File: config.mk
export PLATFORM = sky130hd
export DESIGN_NAME = user_break_match_unit
export DESIGN_NICKNAME = d
export VERILOG_FILES = /design/src/core/chan_match.v /design/src/core/user_break_match_unit.v
export VERILOG_INCLUDE_DIRS = /design/src /design/src/core
export SDC_FILE = /design/constraint.sdc
export NUM_CORES = 1
export LEC_CHECK = 0
export BUFFER_PORTS_ARGS = -buffer_cell sky130_fd_sc_hd__buf_2
export CORE_ASPECT_RATIO = 0.6
export CORE_MARGIN = 2
export CORE_UTILIZATION = 40
export CTS_CLUSTER_SIZE = 16
export DETAILED_ROUTE_END_ITERATION = 8
export PLACE_DENSITY = 0.65
export SYNTH_ARGS = -nofsm -noshare
export SYNTH_HDL_FRONTEND = slang
export SYNTH_SLANG_ARGS = --single-unit
File: constraint.sdc
create_clock -name core_clk -period 2.3 [get_ports core_clk]
set_input_delay 0.345 -clock core_clk [delete_from_list [all_inputs] [get_ports core_clk]]
set_output_delay 0.345 -clock core_clk [all_outputs]
set_load 0.1 [all_outputs]
File: src/core/ubm_regs.vh
// Purpose: offsets, field positions, reset values and timing counts of the break match unit
// Assumes: 32-bit classic Wishbone, word addressed registers at byte offsets
// Notes: definitions only
`ifndef UBM_REGS_VH
`define UBM_REGS_VH

// register byte offsets
`define OFS_CTRL 8'h00
`define OFS_CYC_A 8'h04
`define OFS_CYC_B 8'h08
`define OFS_ADDR_A 8'h0C
`define OFS_ADDR_B 8'h10
`define OFS_ASID_A 8'h14
`define OFS_ASID_B 8'h18
`define OFS_DATA_B 8'h1C
`define OFS_MASK_B 8'h20
`define OFS_SPC 8'h24

// break_control_reg fields
`define CTL_FLAG_A 15
`define CTL_FLAG_B 14
`define CTL_PRE_A 10
`define CTL_PRE_B 6
`define CTL_DCMP_B 7
`define CTL_SEQ 3
`define CTL_WMASK 16'h04C8

// bus_cycle_select fields
`define CYC_ID_HI 5
`define CYC_ID_LO 4
`define CYC_RW_HI 3
`define CYC_RW_LO 2
`define CYC_SZ_HI 2
`define CYC_SZ_LO 0
`define CYC_SZ_BIT6 6

// access kind and size codes
`define ID_INSN 2'h1
`define ID_OPER 2'h2
`define SZ_NONE 3'h0
`define SZ_BYTE 3'h1
`define SZ_WORD 3'h2
`define SZ_LONG 3'h3
`define SZ_QUAD 3'h4

// reset values
`define RST_CTRL 16'h0000
`define RST_CYC 16'h0000
`define RST_WORD 32'h00000000

// delayed data break: instructions allowed to retire before the break
`define DATA_BREAK_LAG 3'h1

`endif

File: src/core/chan_match.v
// Purpose: one channel's address, ASID, cycle and data comparison
// Assumes: qualifiers arrive on core_clk from the pipeline, no crossing needed
// Notes: combinational; the top module registers every result
module chan_match (
  // programmed condition
  input wire [15:0] cyc_sel,
  input wire [31:0] cmp_addr,
  input wire [7:0] cmp_asid,
  input wire [31:0] cmp_data,
  input wire [31:0] cmp_mask,
  input wire use_data,
  // observed access
  input wire acc_insn,
  input wire acc_write,
  input wire [2:0] acc_size,
  input wire [31:0] acc_addr,
  input wire [7:0] acc_asid,
  input wire [63:0] acc_data,
  input wire acc_nodata,
  // result
  output reg hit
);
`include "ubm_regs.vh"

reg [31:0] amask;
reg [31:0] dmask;
reg [1:0] id_f;
reg [1:0] rw_f;
reg [2:0] sz_f;
reg [2:0] eff_sz;
reg kind_ok;
reg data_ok;
reg [31:0] hi_w;
reg [31:0] lo_w;

////////////////////////////////////////////////////////////////////////////////
// compare: a 00 kind or direction field disables the channel
always @* begin
  id_f = cyc_sel[`CYC_ID_HI:`CYC_ID_LO];
  rw_f = cyc_sel[`CYC_RW_HI:`CYC_RW_LO];
  sz_f = {cyc_sel[`CYC_SZ_BIT6], cyc_sel[1:0]};
  eff_sz = (sz_f == `SZ_NONE) ? acc_size : sz_f;
  kind_ok = acc_insn ? id_f[0] : id_f[1];
  kind_ok = kind_ok && (acc_write ? rw_f[1] : rw_f[0]);
  kind_ok = kind_ok && (sz_f == `SZ_NONE || sz_f == acc_size);
  case (eff_sz)
    `SZ_QUAD: amask = 32'hFFFFFFF8;
    `SZ_LONG: amask = 32'hFFFFFFFC;
    `SZ_WORD: amask = 32'hFFFFFFFE;
    default: amask = 32'hFFFFFFFF;
  endcase
  // word and byte sizes drop the upper half of data and mask
  dmask = ~cmp_mask; // see (RULE_05)
  if (eff_sz == `SZ_WORD || eff_sz == `SZ_BYTE) begin
    dmask[31:16] = 16'h0000; // see (RULE_05)
  end
  // quadword data is two longwords; either half may hit
  hi_w = acc_data[63:32];
  lo_w = acc_data[31:0];
  if (eff_sz == `SZ_QUAD) begin
    data_ok = (((hi_w ^ cmp_data) & dmask) == 32'h00000000) ||
              (((lo_w ^ cmp_data) & dmask) == 32'h00000000); // see (RULE_02)
  end else begin
    data_ok = ((lo_w ^ cmp_data) & dmask) == 32'h00000000;
  end
  // instruction fetches ignore the data register entirely
  if (!use_data || acc_insn) begin
    data_ok = 1'b1; // see (RULE_22)
  end else if (acc_nodata) begin
    data_ok = 1'b0; // see (RULE_06)
  end
  hit = (id_f != 2'h0) && (rw_f != 2'h0) && kind_ok &&
        (((acc_addr ^ cmp_addr) & amask) == 32'h00000000) &&
        (acc_asid == cmp_asid) && data_ok; // see (RULE_01)
end

endmodule // chan_match

File: src/core/user_break_match_unit.v
// Purpose: two-channel hardware breakpoint match, flags and saved PC
// Assumes: pipeline reports fetch, operand and retire events on core_clk
// Notes: registers over classic Wishbone; data compare only on channel B

// Overview of operation
// (RULE_01) channel B data compare needs address, ASID, data
// (RULE_02) quadword data: either 32-bit half may match
// (RULE_03) software selects operand accesses for data compare
// (RULE_04) software duplicates byte value in both bytes
// (RULE_05) word/byte ignore upper data and mask
// (RULE_06) no data break on dataless operand ops
// (RULE_07) post and operand flags set at completion
// (RULE_08) multi-access instruction may flag at detection
// (RULE_09) no operand flag for unexecuted instruction
// (RULE_10) pre-execution flag at detection, even TLB miss
// (RULE_11) pre-execution saves own address, suppresses it
// (RULE_12) post-execution saves next instruction address
// (RULE_13) delayed branch post break saves target or fallthrough
// (RULE_14) address-only operand break saves next address
// (RULE_15) data break lands one to four later
// (RULE_16) interrupt loses to delayed data break vector
// (RULE_17) sequential insn/insn needs two apart
// (RULE_18) sequential insn/operand needs two apart
// (RULE_19) sequential operand/insn needs four apart
// (RULE_20) sequential break on B after A, B flag only
// (RULE_21) flags cleared only by software writing zero
// (RULE_22) instruction channel B ignores data register
module user_break_match_unit (
  // clock and reset
  input wire core_clk,
  input wire sys_rst,
  // wishbone slave
  input wire wb_cyc_i,
  input wire wb_stb_i,
  input wire wb_we_i,
  input wire [7:0] wb_adr_i,
  input wire [3:0] wb_sel_i,
  input wire [31:0] wb_dat_i,
  output reg [31:0] wb_dat_o,
  output reg wb_ack_o,
  // instruction fetch confirmed for execution
  input wire fetch_valid,
  input wire [31:0] fetch_addr,
  input wire [7:0] fetch_asid,
  // operand access
  input wire op_valid,
  input wire op_write,
  input wire [2:0] op_size,
  input wire [31:0] op_addr,
  input wire [7:0] op_asid,
  input wire [63:0] op_data,
  input wire op_nodata,
  input wire op_multi,
  // retirement and flow
  input wire retire_valid,
  input wire [31:0] retire_next_pc,
  input wire squash,
  input wire async_irq,
  // break exception
  output reg break_req,
  output reg break_use_own_code,
  output reg [31:0] saved_program_counter,
  output reg suppress_fetch
);
`include "ubm_regs.vh"

reg [15:0] break_control_reg;
reg [15:0] bus_cycle_select_a;
reg [15:0] bus_cycle_select_b;
reg [31:0] break_addr_a;
reg [31:0] break_addr_b;
reg [7:0] break_asid_a;
reg [7:0] break_asid_b;
reg [31:0] break_data_value_b;
reg [31:0] break_data_mask_b;
reg seq_armed;
reg pend_a;
reg pend_b;
reg pend_data;
reg [2:0] lag_cnt;
reg [31:0] next_rdata;
wire ins_hit_a;
wire ins_hit_b;
wire op_hit_a;
wire op_hit_b;
wire seq_mode;
wire wb_req;
wire [15:0] ctl_wr;

assign seq_mode = break_control_reg[`CTL_SEQ];
assign wb_req = wb_cyc_i && wb_stb_i && !wb_ack_o;
assign ctl_wr = {wb_sel_i[1] ? wb_dat_i[15:8] : break_control_reg[15:8],
                 wb_sel_i[0] ? wb_dat_i[7:0] : break_control_reg[7:0]};

////////////////////////////////////////////////////////////////////////////////
// comparators: one per channel for fetches, one per channel for operands
chan_match u_ins_a (
  .cyc_sel(bus_cycle_select_a), .cmp_addr(break_addr_a), .cmp_asid(break_asid_a),
  .cmp_data(32'h00000000), .cmp_mask(32'h00000000), .use_data(1'b0),
  .acc_insn(1'b1), .acc_write(1'b0), .acc_size(`SZ_WORD), .acc_addr(fetch_addr),
  .acc_asid(fetch_asid), .acc_data(64'h0000000000000000), .acc_nodata(1'b0),
  .hit(ins_hit_a)
);
chan_match u_ins_b (
  .cyc_sel(bus_cycle_select_b), .cmp_addr(break_addr_b), .cmp_asid(break_asid_b),
  .cmp_data(break_data_value_b), .cmp_mask(break_data_mask_b),
  .use_data(break_control_reg[`CTL_DCMP_B]),
  .acc_insn(1'b1), .acc_write(1'b0), .acc_size(`SZ_WORD), .acc_addr(fetch_addr),
  .acc_asid(fetch_asid), .acc_data(64'h0000000000000000), .acc_nodata(1'b0),
  .hit(ins_hit_b)
);
chan_match u_op_a (
  .cyc_sel(bus_cycle_select_a), .cmp_addr(break_addr_a), .cmp_asid(break_asid_a),
  .cmp_data(32'h00000000), .cmp_mask(32'h00000000), .use_data(1'b0),
  .acc_insn(1'b0), .acc_write(op_write), .acc_size(op_size), .acc_addr(op_addr),
  .acc_asid(op_asid), .acc_data(op_data), .acc_nodata(op_nodata),
  .hit(op_hit_a)
);
chan_match u_op_b (
  .cyc_sel(bus_cycle_select_b), .cmp_addr(break_addr_b), .cmp_asid(break_asid_b),
  .cmp_data(break_data_value_b), .cmp_mask(break_data_mask_b),
  .use_data(break_control_reg[`CTL_DCMP_B]), // see (RULE_01)
  .acc_insn(1'b0), .acc_write(op_write), .acc_size(op_size), .acc_addr(op_addr),
  .acc_asid(op_asid), .acc_data(op_data), .acc_nodata(op_nodata),
  .hit(op_hit_b)
);

// qualified hits; in sequential mode B only counts once A has armed
wire fa = fetch_valid && ins_hit_a;
wire fb = fetch_valid && ins_hit_b && (!seq_mode || seq_armed); // see (RULE_20)
// in sequential mode an A hit only arms channel B, it never breaks by itself
wire pre_a = fa && break_control_reg[`CTL_PRE_A] && !seq_mode; // see (RULE_20)
wire pre_b = fb && break_control_reg[`CTL_PRE_B];
wire oa = op_valid && op_hit_a;
wire ob = op_valid && op_hit_b && (!seq_mode || seq_armed);
wire ob_data = ob && break_control_reg[`CTL_DCMP_B];

////////////////////////////////////////////////////////////////////////////////
// wishbone read mux
always @* begin
  case (wb_adr_i)
    `OFS_CTRL: next_rdata = {16'h0000, break_control_reg};
    `OFS_CYC_A: next_rdata = {16'h0000, bus_cycle_select_a};
    `OFS_CYC_B: next_rdata = {16'h0000, bus_cycle_select_b};
    `OFS_ADDR_A: next_rdata = break_addr_a;
    `OFS_ADDR_B: next_rdata = break_addr_b;
    `OFS_ASID_A: next_rdata = {24'h000000, break_asid_a};
    `OFS_ASID_B: next_rdata = {24'h000000, break_asid_b};
    `OFS_DATA_B: next_rdata = break_data_value_b;
    `OFS_MASK_B: next_rdata = break_data_mask_b;
    `OFS_SPC: next_rdata = saved_program_counter;
    default: next_rdata = 32'h00000000;
  endcase
end

////////////////////////////////////////////////////////////////////////////////
// bus slave: one wait state, ack for every address, unmapped reads zero
always @(posedge core_clk) begin
  if (sys_rst) begin
    wb_ack_o <= 1'b0;
    wb_dat_o <= 32'h00000000;
  end else begin
    wb_ack_o <= wb_req;
    wb_dat_o <= wb_req ? next_rdata : 32'h00000000;
  end
end

////////////////////////////////////////////////////////////////////////////////
// configuration registers, byte lanes honoured
always @(posedge core_clk) begin
  if (sys_rst) begin
    bus_cycle_select_a <= `RST_CYC;
    bus_cycle_select_b <= `RST_CYC;
    break_addr_a <= `RST_WORD;
    break_addr_b <= `RST_WORD;
    break_asid_a <= 8'h00;
    break_asid_b <= 8'h00;
    break_data_value_b <= `RST_WORD;
    break_data_mask_b <= `RST_WORD;
  end else if (wb_req && wb_we_i) begin
    case (wb_adr_i)
      `OFS_CYC_A: begin
        if (wb_sel_i[0]) bus_cycle_select_a[7:0] <= wb_dat_i[7:0];
        if (wb_sel_i[1]) bus_cycle_select_a[15:8] <= wb_dat_i[15:8];
      end
      `OFS_CYC_B: begin
        if (wb_sel_i[0]) bus_cycle_select_b[7:0] <= wb_dat_i[7:0];
        if (wb_sel_i[1]) bus_cycle_select_b[15:8] <= wb_dat_i[15:8];
      end
      `OFS_ASID_A: begin
        if (wb_sel_i[0]) break_asid_a <= wb_dat_i[7:0];
      end
      `OFS_ASID_B: begin
        if (wb_sel_i[0]) break_asid_b <= wb_dat_i[7:0];
      end
      default: begin
      end
    endcase
    if (wb_adr_i == `OFS_ADDR_A || wb_adr_i == `OFS_ADDR_B ||
        wb_adr_i == `OFS_DATA_B || wb_adr_i == `OFS_MASK_B) begin
      if (wb_adr_i == `OFS_ADDR_A) begin
        break_addr_a <= lane_merge(break_addr_a, wb_dat_i, wb_sel_i);
      end
      if (wb_adr_i == `OFS_ADDR_B) begin
        break_addr_b <= lane_merge(break_addr_b, wb_dat_i, wb_sel_i);
      end
      // byte compares rely on software repeating the byte
      if (wb_adr_i == `OFS_DATA_B) begin
        break_data_value_b <= lane_merge(break_data_value_b, wb_dat_i, wb_sel_i); // see (RULE_04)
      end
      if (wb_adr_i == `OFS_MASK_B) begin
        break_data_mask_b <= lane_merge(break_data_mask_b, wb_dat_i, wb_sel_i);
      end
    end
  end
end

// byte-lane merge of a 32-bit write
function [31:0] lane_merge;
  input [31:0] old_v;
  input [31:0] new_v;
  input [3:0] sel;
  integer i;
  begin
    for (i = 0; i < 4; i = i + 1) begin
      lane_merge[i*8 +: 8] = sel[i] ? new_v[i*8 +: 8] : old_v[i*8 +: 8];
    end
  end
endfunction

////////////////////////////////////////////////////////////////////////////////
// sequencing and pending breaks
// a single-access operand hit waits for retirement so a squashed instruction never flags
always @(posedge core_clk) begin
  if (sys_rst) begin
    seq_armed <= 1'b0;
    pend_a <= 1'b0;
    pend_b <= 1'b0;
    pend_data <= 1'b0;
    lag_cnt <= 3'h0;
  end else begin
    if (squash) begin
      pend_a <= 1'b0; // see (RULE_09)
      pend_b <= 1'b0;
      pend_data <= 1'b0;
    end else begin
      if (!seq_mode && ((fa && !break_control_reg[`CTL_PRE_A]) || oa)) pend_a <= 1'b1;
      if ((fb && !break_control_reg[`CTL_PRE_B]) || ob) pend_b <= 1'b1;
      if (ob_data) pend_data <= 1'b1;
      if (retire_valid && !(fa || fb || oa || ob)) begin
        pend_a <= 1'b0; // see (RULE_07)
        pend_b <= 1'b0;
        pend_data <= 1'b0;
      end
    end
    // data break retires a fixed number of further instructions, within the 1..4 window
    if (retire_valid && pend_data && !squash) begin
      lag_cnt <= `DATA_BREAK_LAG; // see (RULE_15)
    end else if (lag_cnt != 3'h0 && retire_valid) begin
      lag_cnt <= lag_cnt - 3'h1;
    end
    // B hit disarms; writing SEQ to zero also disarms.  guaranteed only with
    // the spacing of 2/2/4 instructions, closer pairs fall where they fall
    if (!seq_mode || fb || ob) begin
      seq_armed <= 1'b0; // see (RULE_17) (RULE_18) (RULE_19)
    end else if (fa || oa) begin
      seq_armed <= 1'b1;
    end
  end
end

////////////////////////////////////////////////////////////////////////////////
// match flags: hardware sets, software clears by writing zero; set beats clear
wire set_a = !seq_mode && (pre_a || (oa && op_multi) ||
             (retire_valid && pend_a && !squash)); // see (RULE_08) (RULE_10)
wire set_b = pre_b || (ob && op_multi) || (retire_valid && pend_b && !squash);
always @(posedge core_clk) begin
  if (sys_rst) begin
    break_control_reg <= `RST_CTRL;
  end else begin
    if (wb_req && wb_we_i && wb_adr_i == `OFS_CTRL) begin
      break_control_reg <= (ctl_wr & `CTL_WMASK) |
        (break_control_reg & ctl_wr & 16'hC000); // see (RULE_21)
    end
    if (set_a) break_control_reg[`CTL_FLAG_A] <= 1'b1;
    if (set_b) break_control_reg[`CTL_FLAG_B] <= 1'b1; // see (RULE_20)
  end
end

////////////////////////////////////////////////////////////////////////////////
// break request and saved program counter
always @(posedge core_clk) begin
  if (sys_rst) begin
    break_req <= 1'b0;
    break_use_own_code <= 1'b0;
    saved_program_counter <= `RST_WORD;
    suppress_fetch <= 1'b0;
  end else begin
    break_req <= 1'b0;
    suppress_fetch <= 1'b0;
    break_use_own_code <= 1'b0;
    if (pre_a || pre_b) begin
      break_req <= 1'b1;
      suppress_fetch <= 1'b1; // see (RULE_11)
      saved_program_counter <= fetch_addr; // see (RULE_11)
    end else if (retire_valid && !squash && (pend_a || pend_b) && !pend_data) begin
      break_req <= 1'b1;
      // next_pc is the branch target or post-slot address for delayed branches
      saved_program_counter <= retire_next_pc; // see (RULE_12) (RULE_13) (RULE_14)
    end else if (lag_cnt == 3'h1 && retire_valid) begin
      break_req <= 1'b1;
      // async interrupts must not steal the vector from a data break
      break_use_own_code <= 1'b1; // see (RULE_16)
      saved_program_counter <= retire_next_pc; // see (RULE_15)
    end
  end
end

// RULE_03 is software's duty: data compare only fires with an operand kind
// and is enforced by the operand comparators above. see (RULE_03)
wire unused_irq = async_irq;

endmodule // user_break_match_unit

==> out/qor.yml <==
outcome:
  status: "finished, violations left"
  violations: "setup timing"
synth:
  synth_common_cells: "dfxtp_1 (257), nand2_1 (225), a21oi_1 (207), nand3_1 (189), xor2_1 (138)"
  synth_top_area_share_pct: 37.3
  ys.flop_type: "dfxtp_1"
  syn-cell-area_mm2: 0.0138
  yosys.area_share.adder_pct: 0.272
  synth_compound_area_share_pct: 17.6
  yosysSeqAreaShare_pct: 37.3
  yosys.area.top_type: "dfxtp_1"
  synth_edf_count: 0
  synth-xor-area-share_pct: 14.2
  synthMuxAreaShare_pct: 5.01
  async_reset_ff_share_pct: 0
  synth-simple-area-share_pct: 21.3
  syn-num-nets: 1908
  synthTopCellsByArea: "dfxtp_1 (37%), xor2_1 (8.8%), a21oi_1 (7.5%), nand3_1 (6.9%), nand2_1 (6.1%)"
  syn_inst: 1669
  synth_cell_type_count: 70
  synth_seq_cells: 257
  synth_most_common_cell: "dfxtp_1"
  synth_area_per_cell_um2: 8.27
  synth_top_family_by_area: "simple AND/OR/NAND/NOR gates"
  yosysWarnings: 0
critical_path:
  worst_setup_path_start_kind: "flop"
  timing_worst_setup_path_type: "flop to flop"
  reg2reg_setup_slack_ns: -0.11
  r2r_cells: 10
  worstPathRequired_ns: 2.71
  r2r_end: "saved_program_counter[6]"
  worst_setup_path_end_kind: "flop"
  crit_fanout: 6
  regToRegStartpoint: "break_asid_b[4]"
  cp.arrival_ns: 2.82
power:
  power_density_mw_per_mm2: 555
  total_power_w: 0.0110
  ir_drop_mv: 0.523
  p_leak_nw: 8.00
placed_design:
  place_hpwl_mm: 55.0
  placedCellCount: 2658
  gp_congestion: 1.04
  placed_cell_area_mm2: 0.0181
  io_buffers: 302
timing:
  slew_viol_final: 0
  hold_viol: 0
  slew_headroom_pct: 28.5
  fin_crit_sh_pct: 105
  fin_crit_ns: 2.41
  setup-tns-final_ns: -1.92
  tightest_slew_ns: 1.07
  setup_viol: 33
  fmax_ghz: 0.415
  fin_hold_ws_ns: 0.0547
  layout_setup_ws_ns: -0.109
  rsz0062_at_grt: "true"
  clock_skew_ns: 0.0346
worst_hold_path:
  min_from: "wb_dat_i[21]"
  holdPathEnd: "break_data_value_b[21]"
  min_path_cells: 3
  hold_class: "primary input to flop"
cts:
  clock_latency_ns: 0.58
  cts_hold_buffers: 0
  ctsLongestPathBuffers: 3
  root_buffer: "clkbuf_16"
  cts_sinks: 257
  clk_pin_slew_ns: 0.07
  cts_tree: "yes"
  h-tree-depth: 1
  cts_made_buffers: 26
global_routing:
  grt.total_usage_pct: 37.4
  grt-ovfl-total: 0
  grt_pass1_wl_mm: 99.9
  grt_max_degree: 221
  grt_pass1_vias: 14900
  antenna_found_initial: 3
layout:
  fillCellCount: 3083
  final_cell_area_mm2: 0.0198
  synthToLayoutAreaGrowth_pct: 43.8
  drive_gt1_share_pct: 37.8
  layoutNonFillerInstCount: 2720
  finalNetCount: 2477
floorplan:
  coreArea_mm2: 0.0338
  num_rows: 52
  pin_count: 304
  initial_core_util_pct: 40.8
  die_w_um: 244
  die-area_mm2: 0.0360
  die_y_um: 148
route:
  wl_per_cell_um: 25.8
  finalWirelength_mm: 70.3
  post-route-drc-count: 0
  drtAntennaViolNets: 0
  num_vias: 16300
  firstDrtPassIters: 8
  drt_iter0_drc: 2657
  post_drt_via_cell_ratio: 5.98
job:
  cap_violations: 0
## placed cells by master (no fill, tap or decap), types with 6 or more instances in the layout
| cell type | n |
|---|---|
| mux2_2 | 32 |
| xor2_1 | 114 |
| dfxtp_2 | 23 |
| nor4_1 | 43 |
| inv_1 | 14 |
| buf_12 | 14 |
| o21ai_0 | 11 |
| dfxtp_4 | 7 |
| clkbuf_16 | 27 |
| a222oi_1 | 38 |
| nand3_1 | 188 |
| nor3b_1 | 6 |
| nor2_1 | 60 |
| nand4_1 | 12 |
| a21oi_1 | 207 |
| a22oi_1 | 35 |
| a31oi_1 | 18 |
| xor2_2 | 20 |
| buf_6 | 7 |
| nand2_1 | 223 |
| xnor2_1 | 81 |
| a221oi_1 | 8 |
| buf_4 | 330 |
| dfxtp_1 | 227 |
| buf_2 | 301 |
| mux2i_1 | 32 |
| o22ai_1 | 27 |
| clkinv_2 | 6 |
| nor4_2 | 17 |
| a22o_1 | 8 |
## how the worst max path moves through the flow
stage | startpoint | end | slack [ns] | cells after the start
after CTS | break_addr_a[22] | saved_program_counter[28] | -0.11 | 10
after detailed placement | op_data[27] | break_control_reg[14] | -0.54 | 12
after floorplan | wb_ack_o | flop | 0.13 | 7
final | break_asid_b[4] | saved_program_counter[6] | -0.11 | 10
after global routing | break_addr_a[21] | saved_program_counter[23] | -0.18 | 10
after global placement | op_data[26] | break_control_reg[14] | -0.54 | 12
## metrics by stage
step | setup slack, ns | utilization, %
6_report | -0.109 | 58.6
5_1_grt | -0.182 | 58.6
4_1_cts | -0.108 | 57.2
3_5_place_dp | -0.542 | 53.6
3_3_place_gp | -0.540 | 53.6
2_1_floorplan | 0.130 | -
## metal layers
layer | track usage, % | vias to the layer above | routed length (µm)
li1 | - | 7192 | -
met1 | 57.3 | 7771 | 30700
met2 | 49.9 | 1181 | 27000
met3 | 12.0 | 124 | 10800
met4 | 8.29 | 0 | 1810
met5 | 0 | - | 0
## critical path, cell delays in order, from the launching register on
cell	delay (ns)
dfxtp_1	0.33
buf_4	0.17
xor2_2	0.23
nor4_2	0.30
nand4_1	0.16
nor4_2	0.27
a32o_2	0.21
buf_6	0.15
buf_12	0.15
mux2i_1	0.21
nor2_1	0.06
## cell type report
cell class / instances / area [µm²] / area share (%)
repair buffers: 656 / 4450 / 22.4
multi-input cells: 1283 / 8650 / 43.6
clock inverters: 17 / 214 / 1.08
flip-flops and latches: 257 / 5200 / 26.2
clock buffers: 31 / 689 / 3.48
well taps: 459 / 574 / 2.90
inverters: 14 / 52.6 / 0.265
diodes: 3 / 7.51 / 0.0378
## cells by family (layout without fill, tap and decap cells)
kind of cell             count (synthesis)  after routing
adder cells (fa/ha/maj)                  3              3
multiplexers                            65             65
AO/OA/AOI/OAI                          387            387
AND/OR/NAND/NOR                        604            604
flip-flops                             257            257
other                                    0              3
buffers and inverters                  129            718
XOR/XNOR                               224            224
## report_power, final
group | internal [W] | switching [W]
registers | 0.00450 | 0.0000616
logic | 0.000627 | 0.00116
clock network | 0.00261 | 0.00205
total | 0.00774 | 0.00327
## timing repair
item | CTS | global route
buffers inserted | 6 | 5
endpoints found under the setup margin | 38 | 41
pin swaps | 23 | 37
gates resized for setup | 46 | 88
cloned | 3 | 1
(Power assumes the default switching activity.)
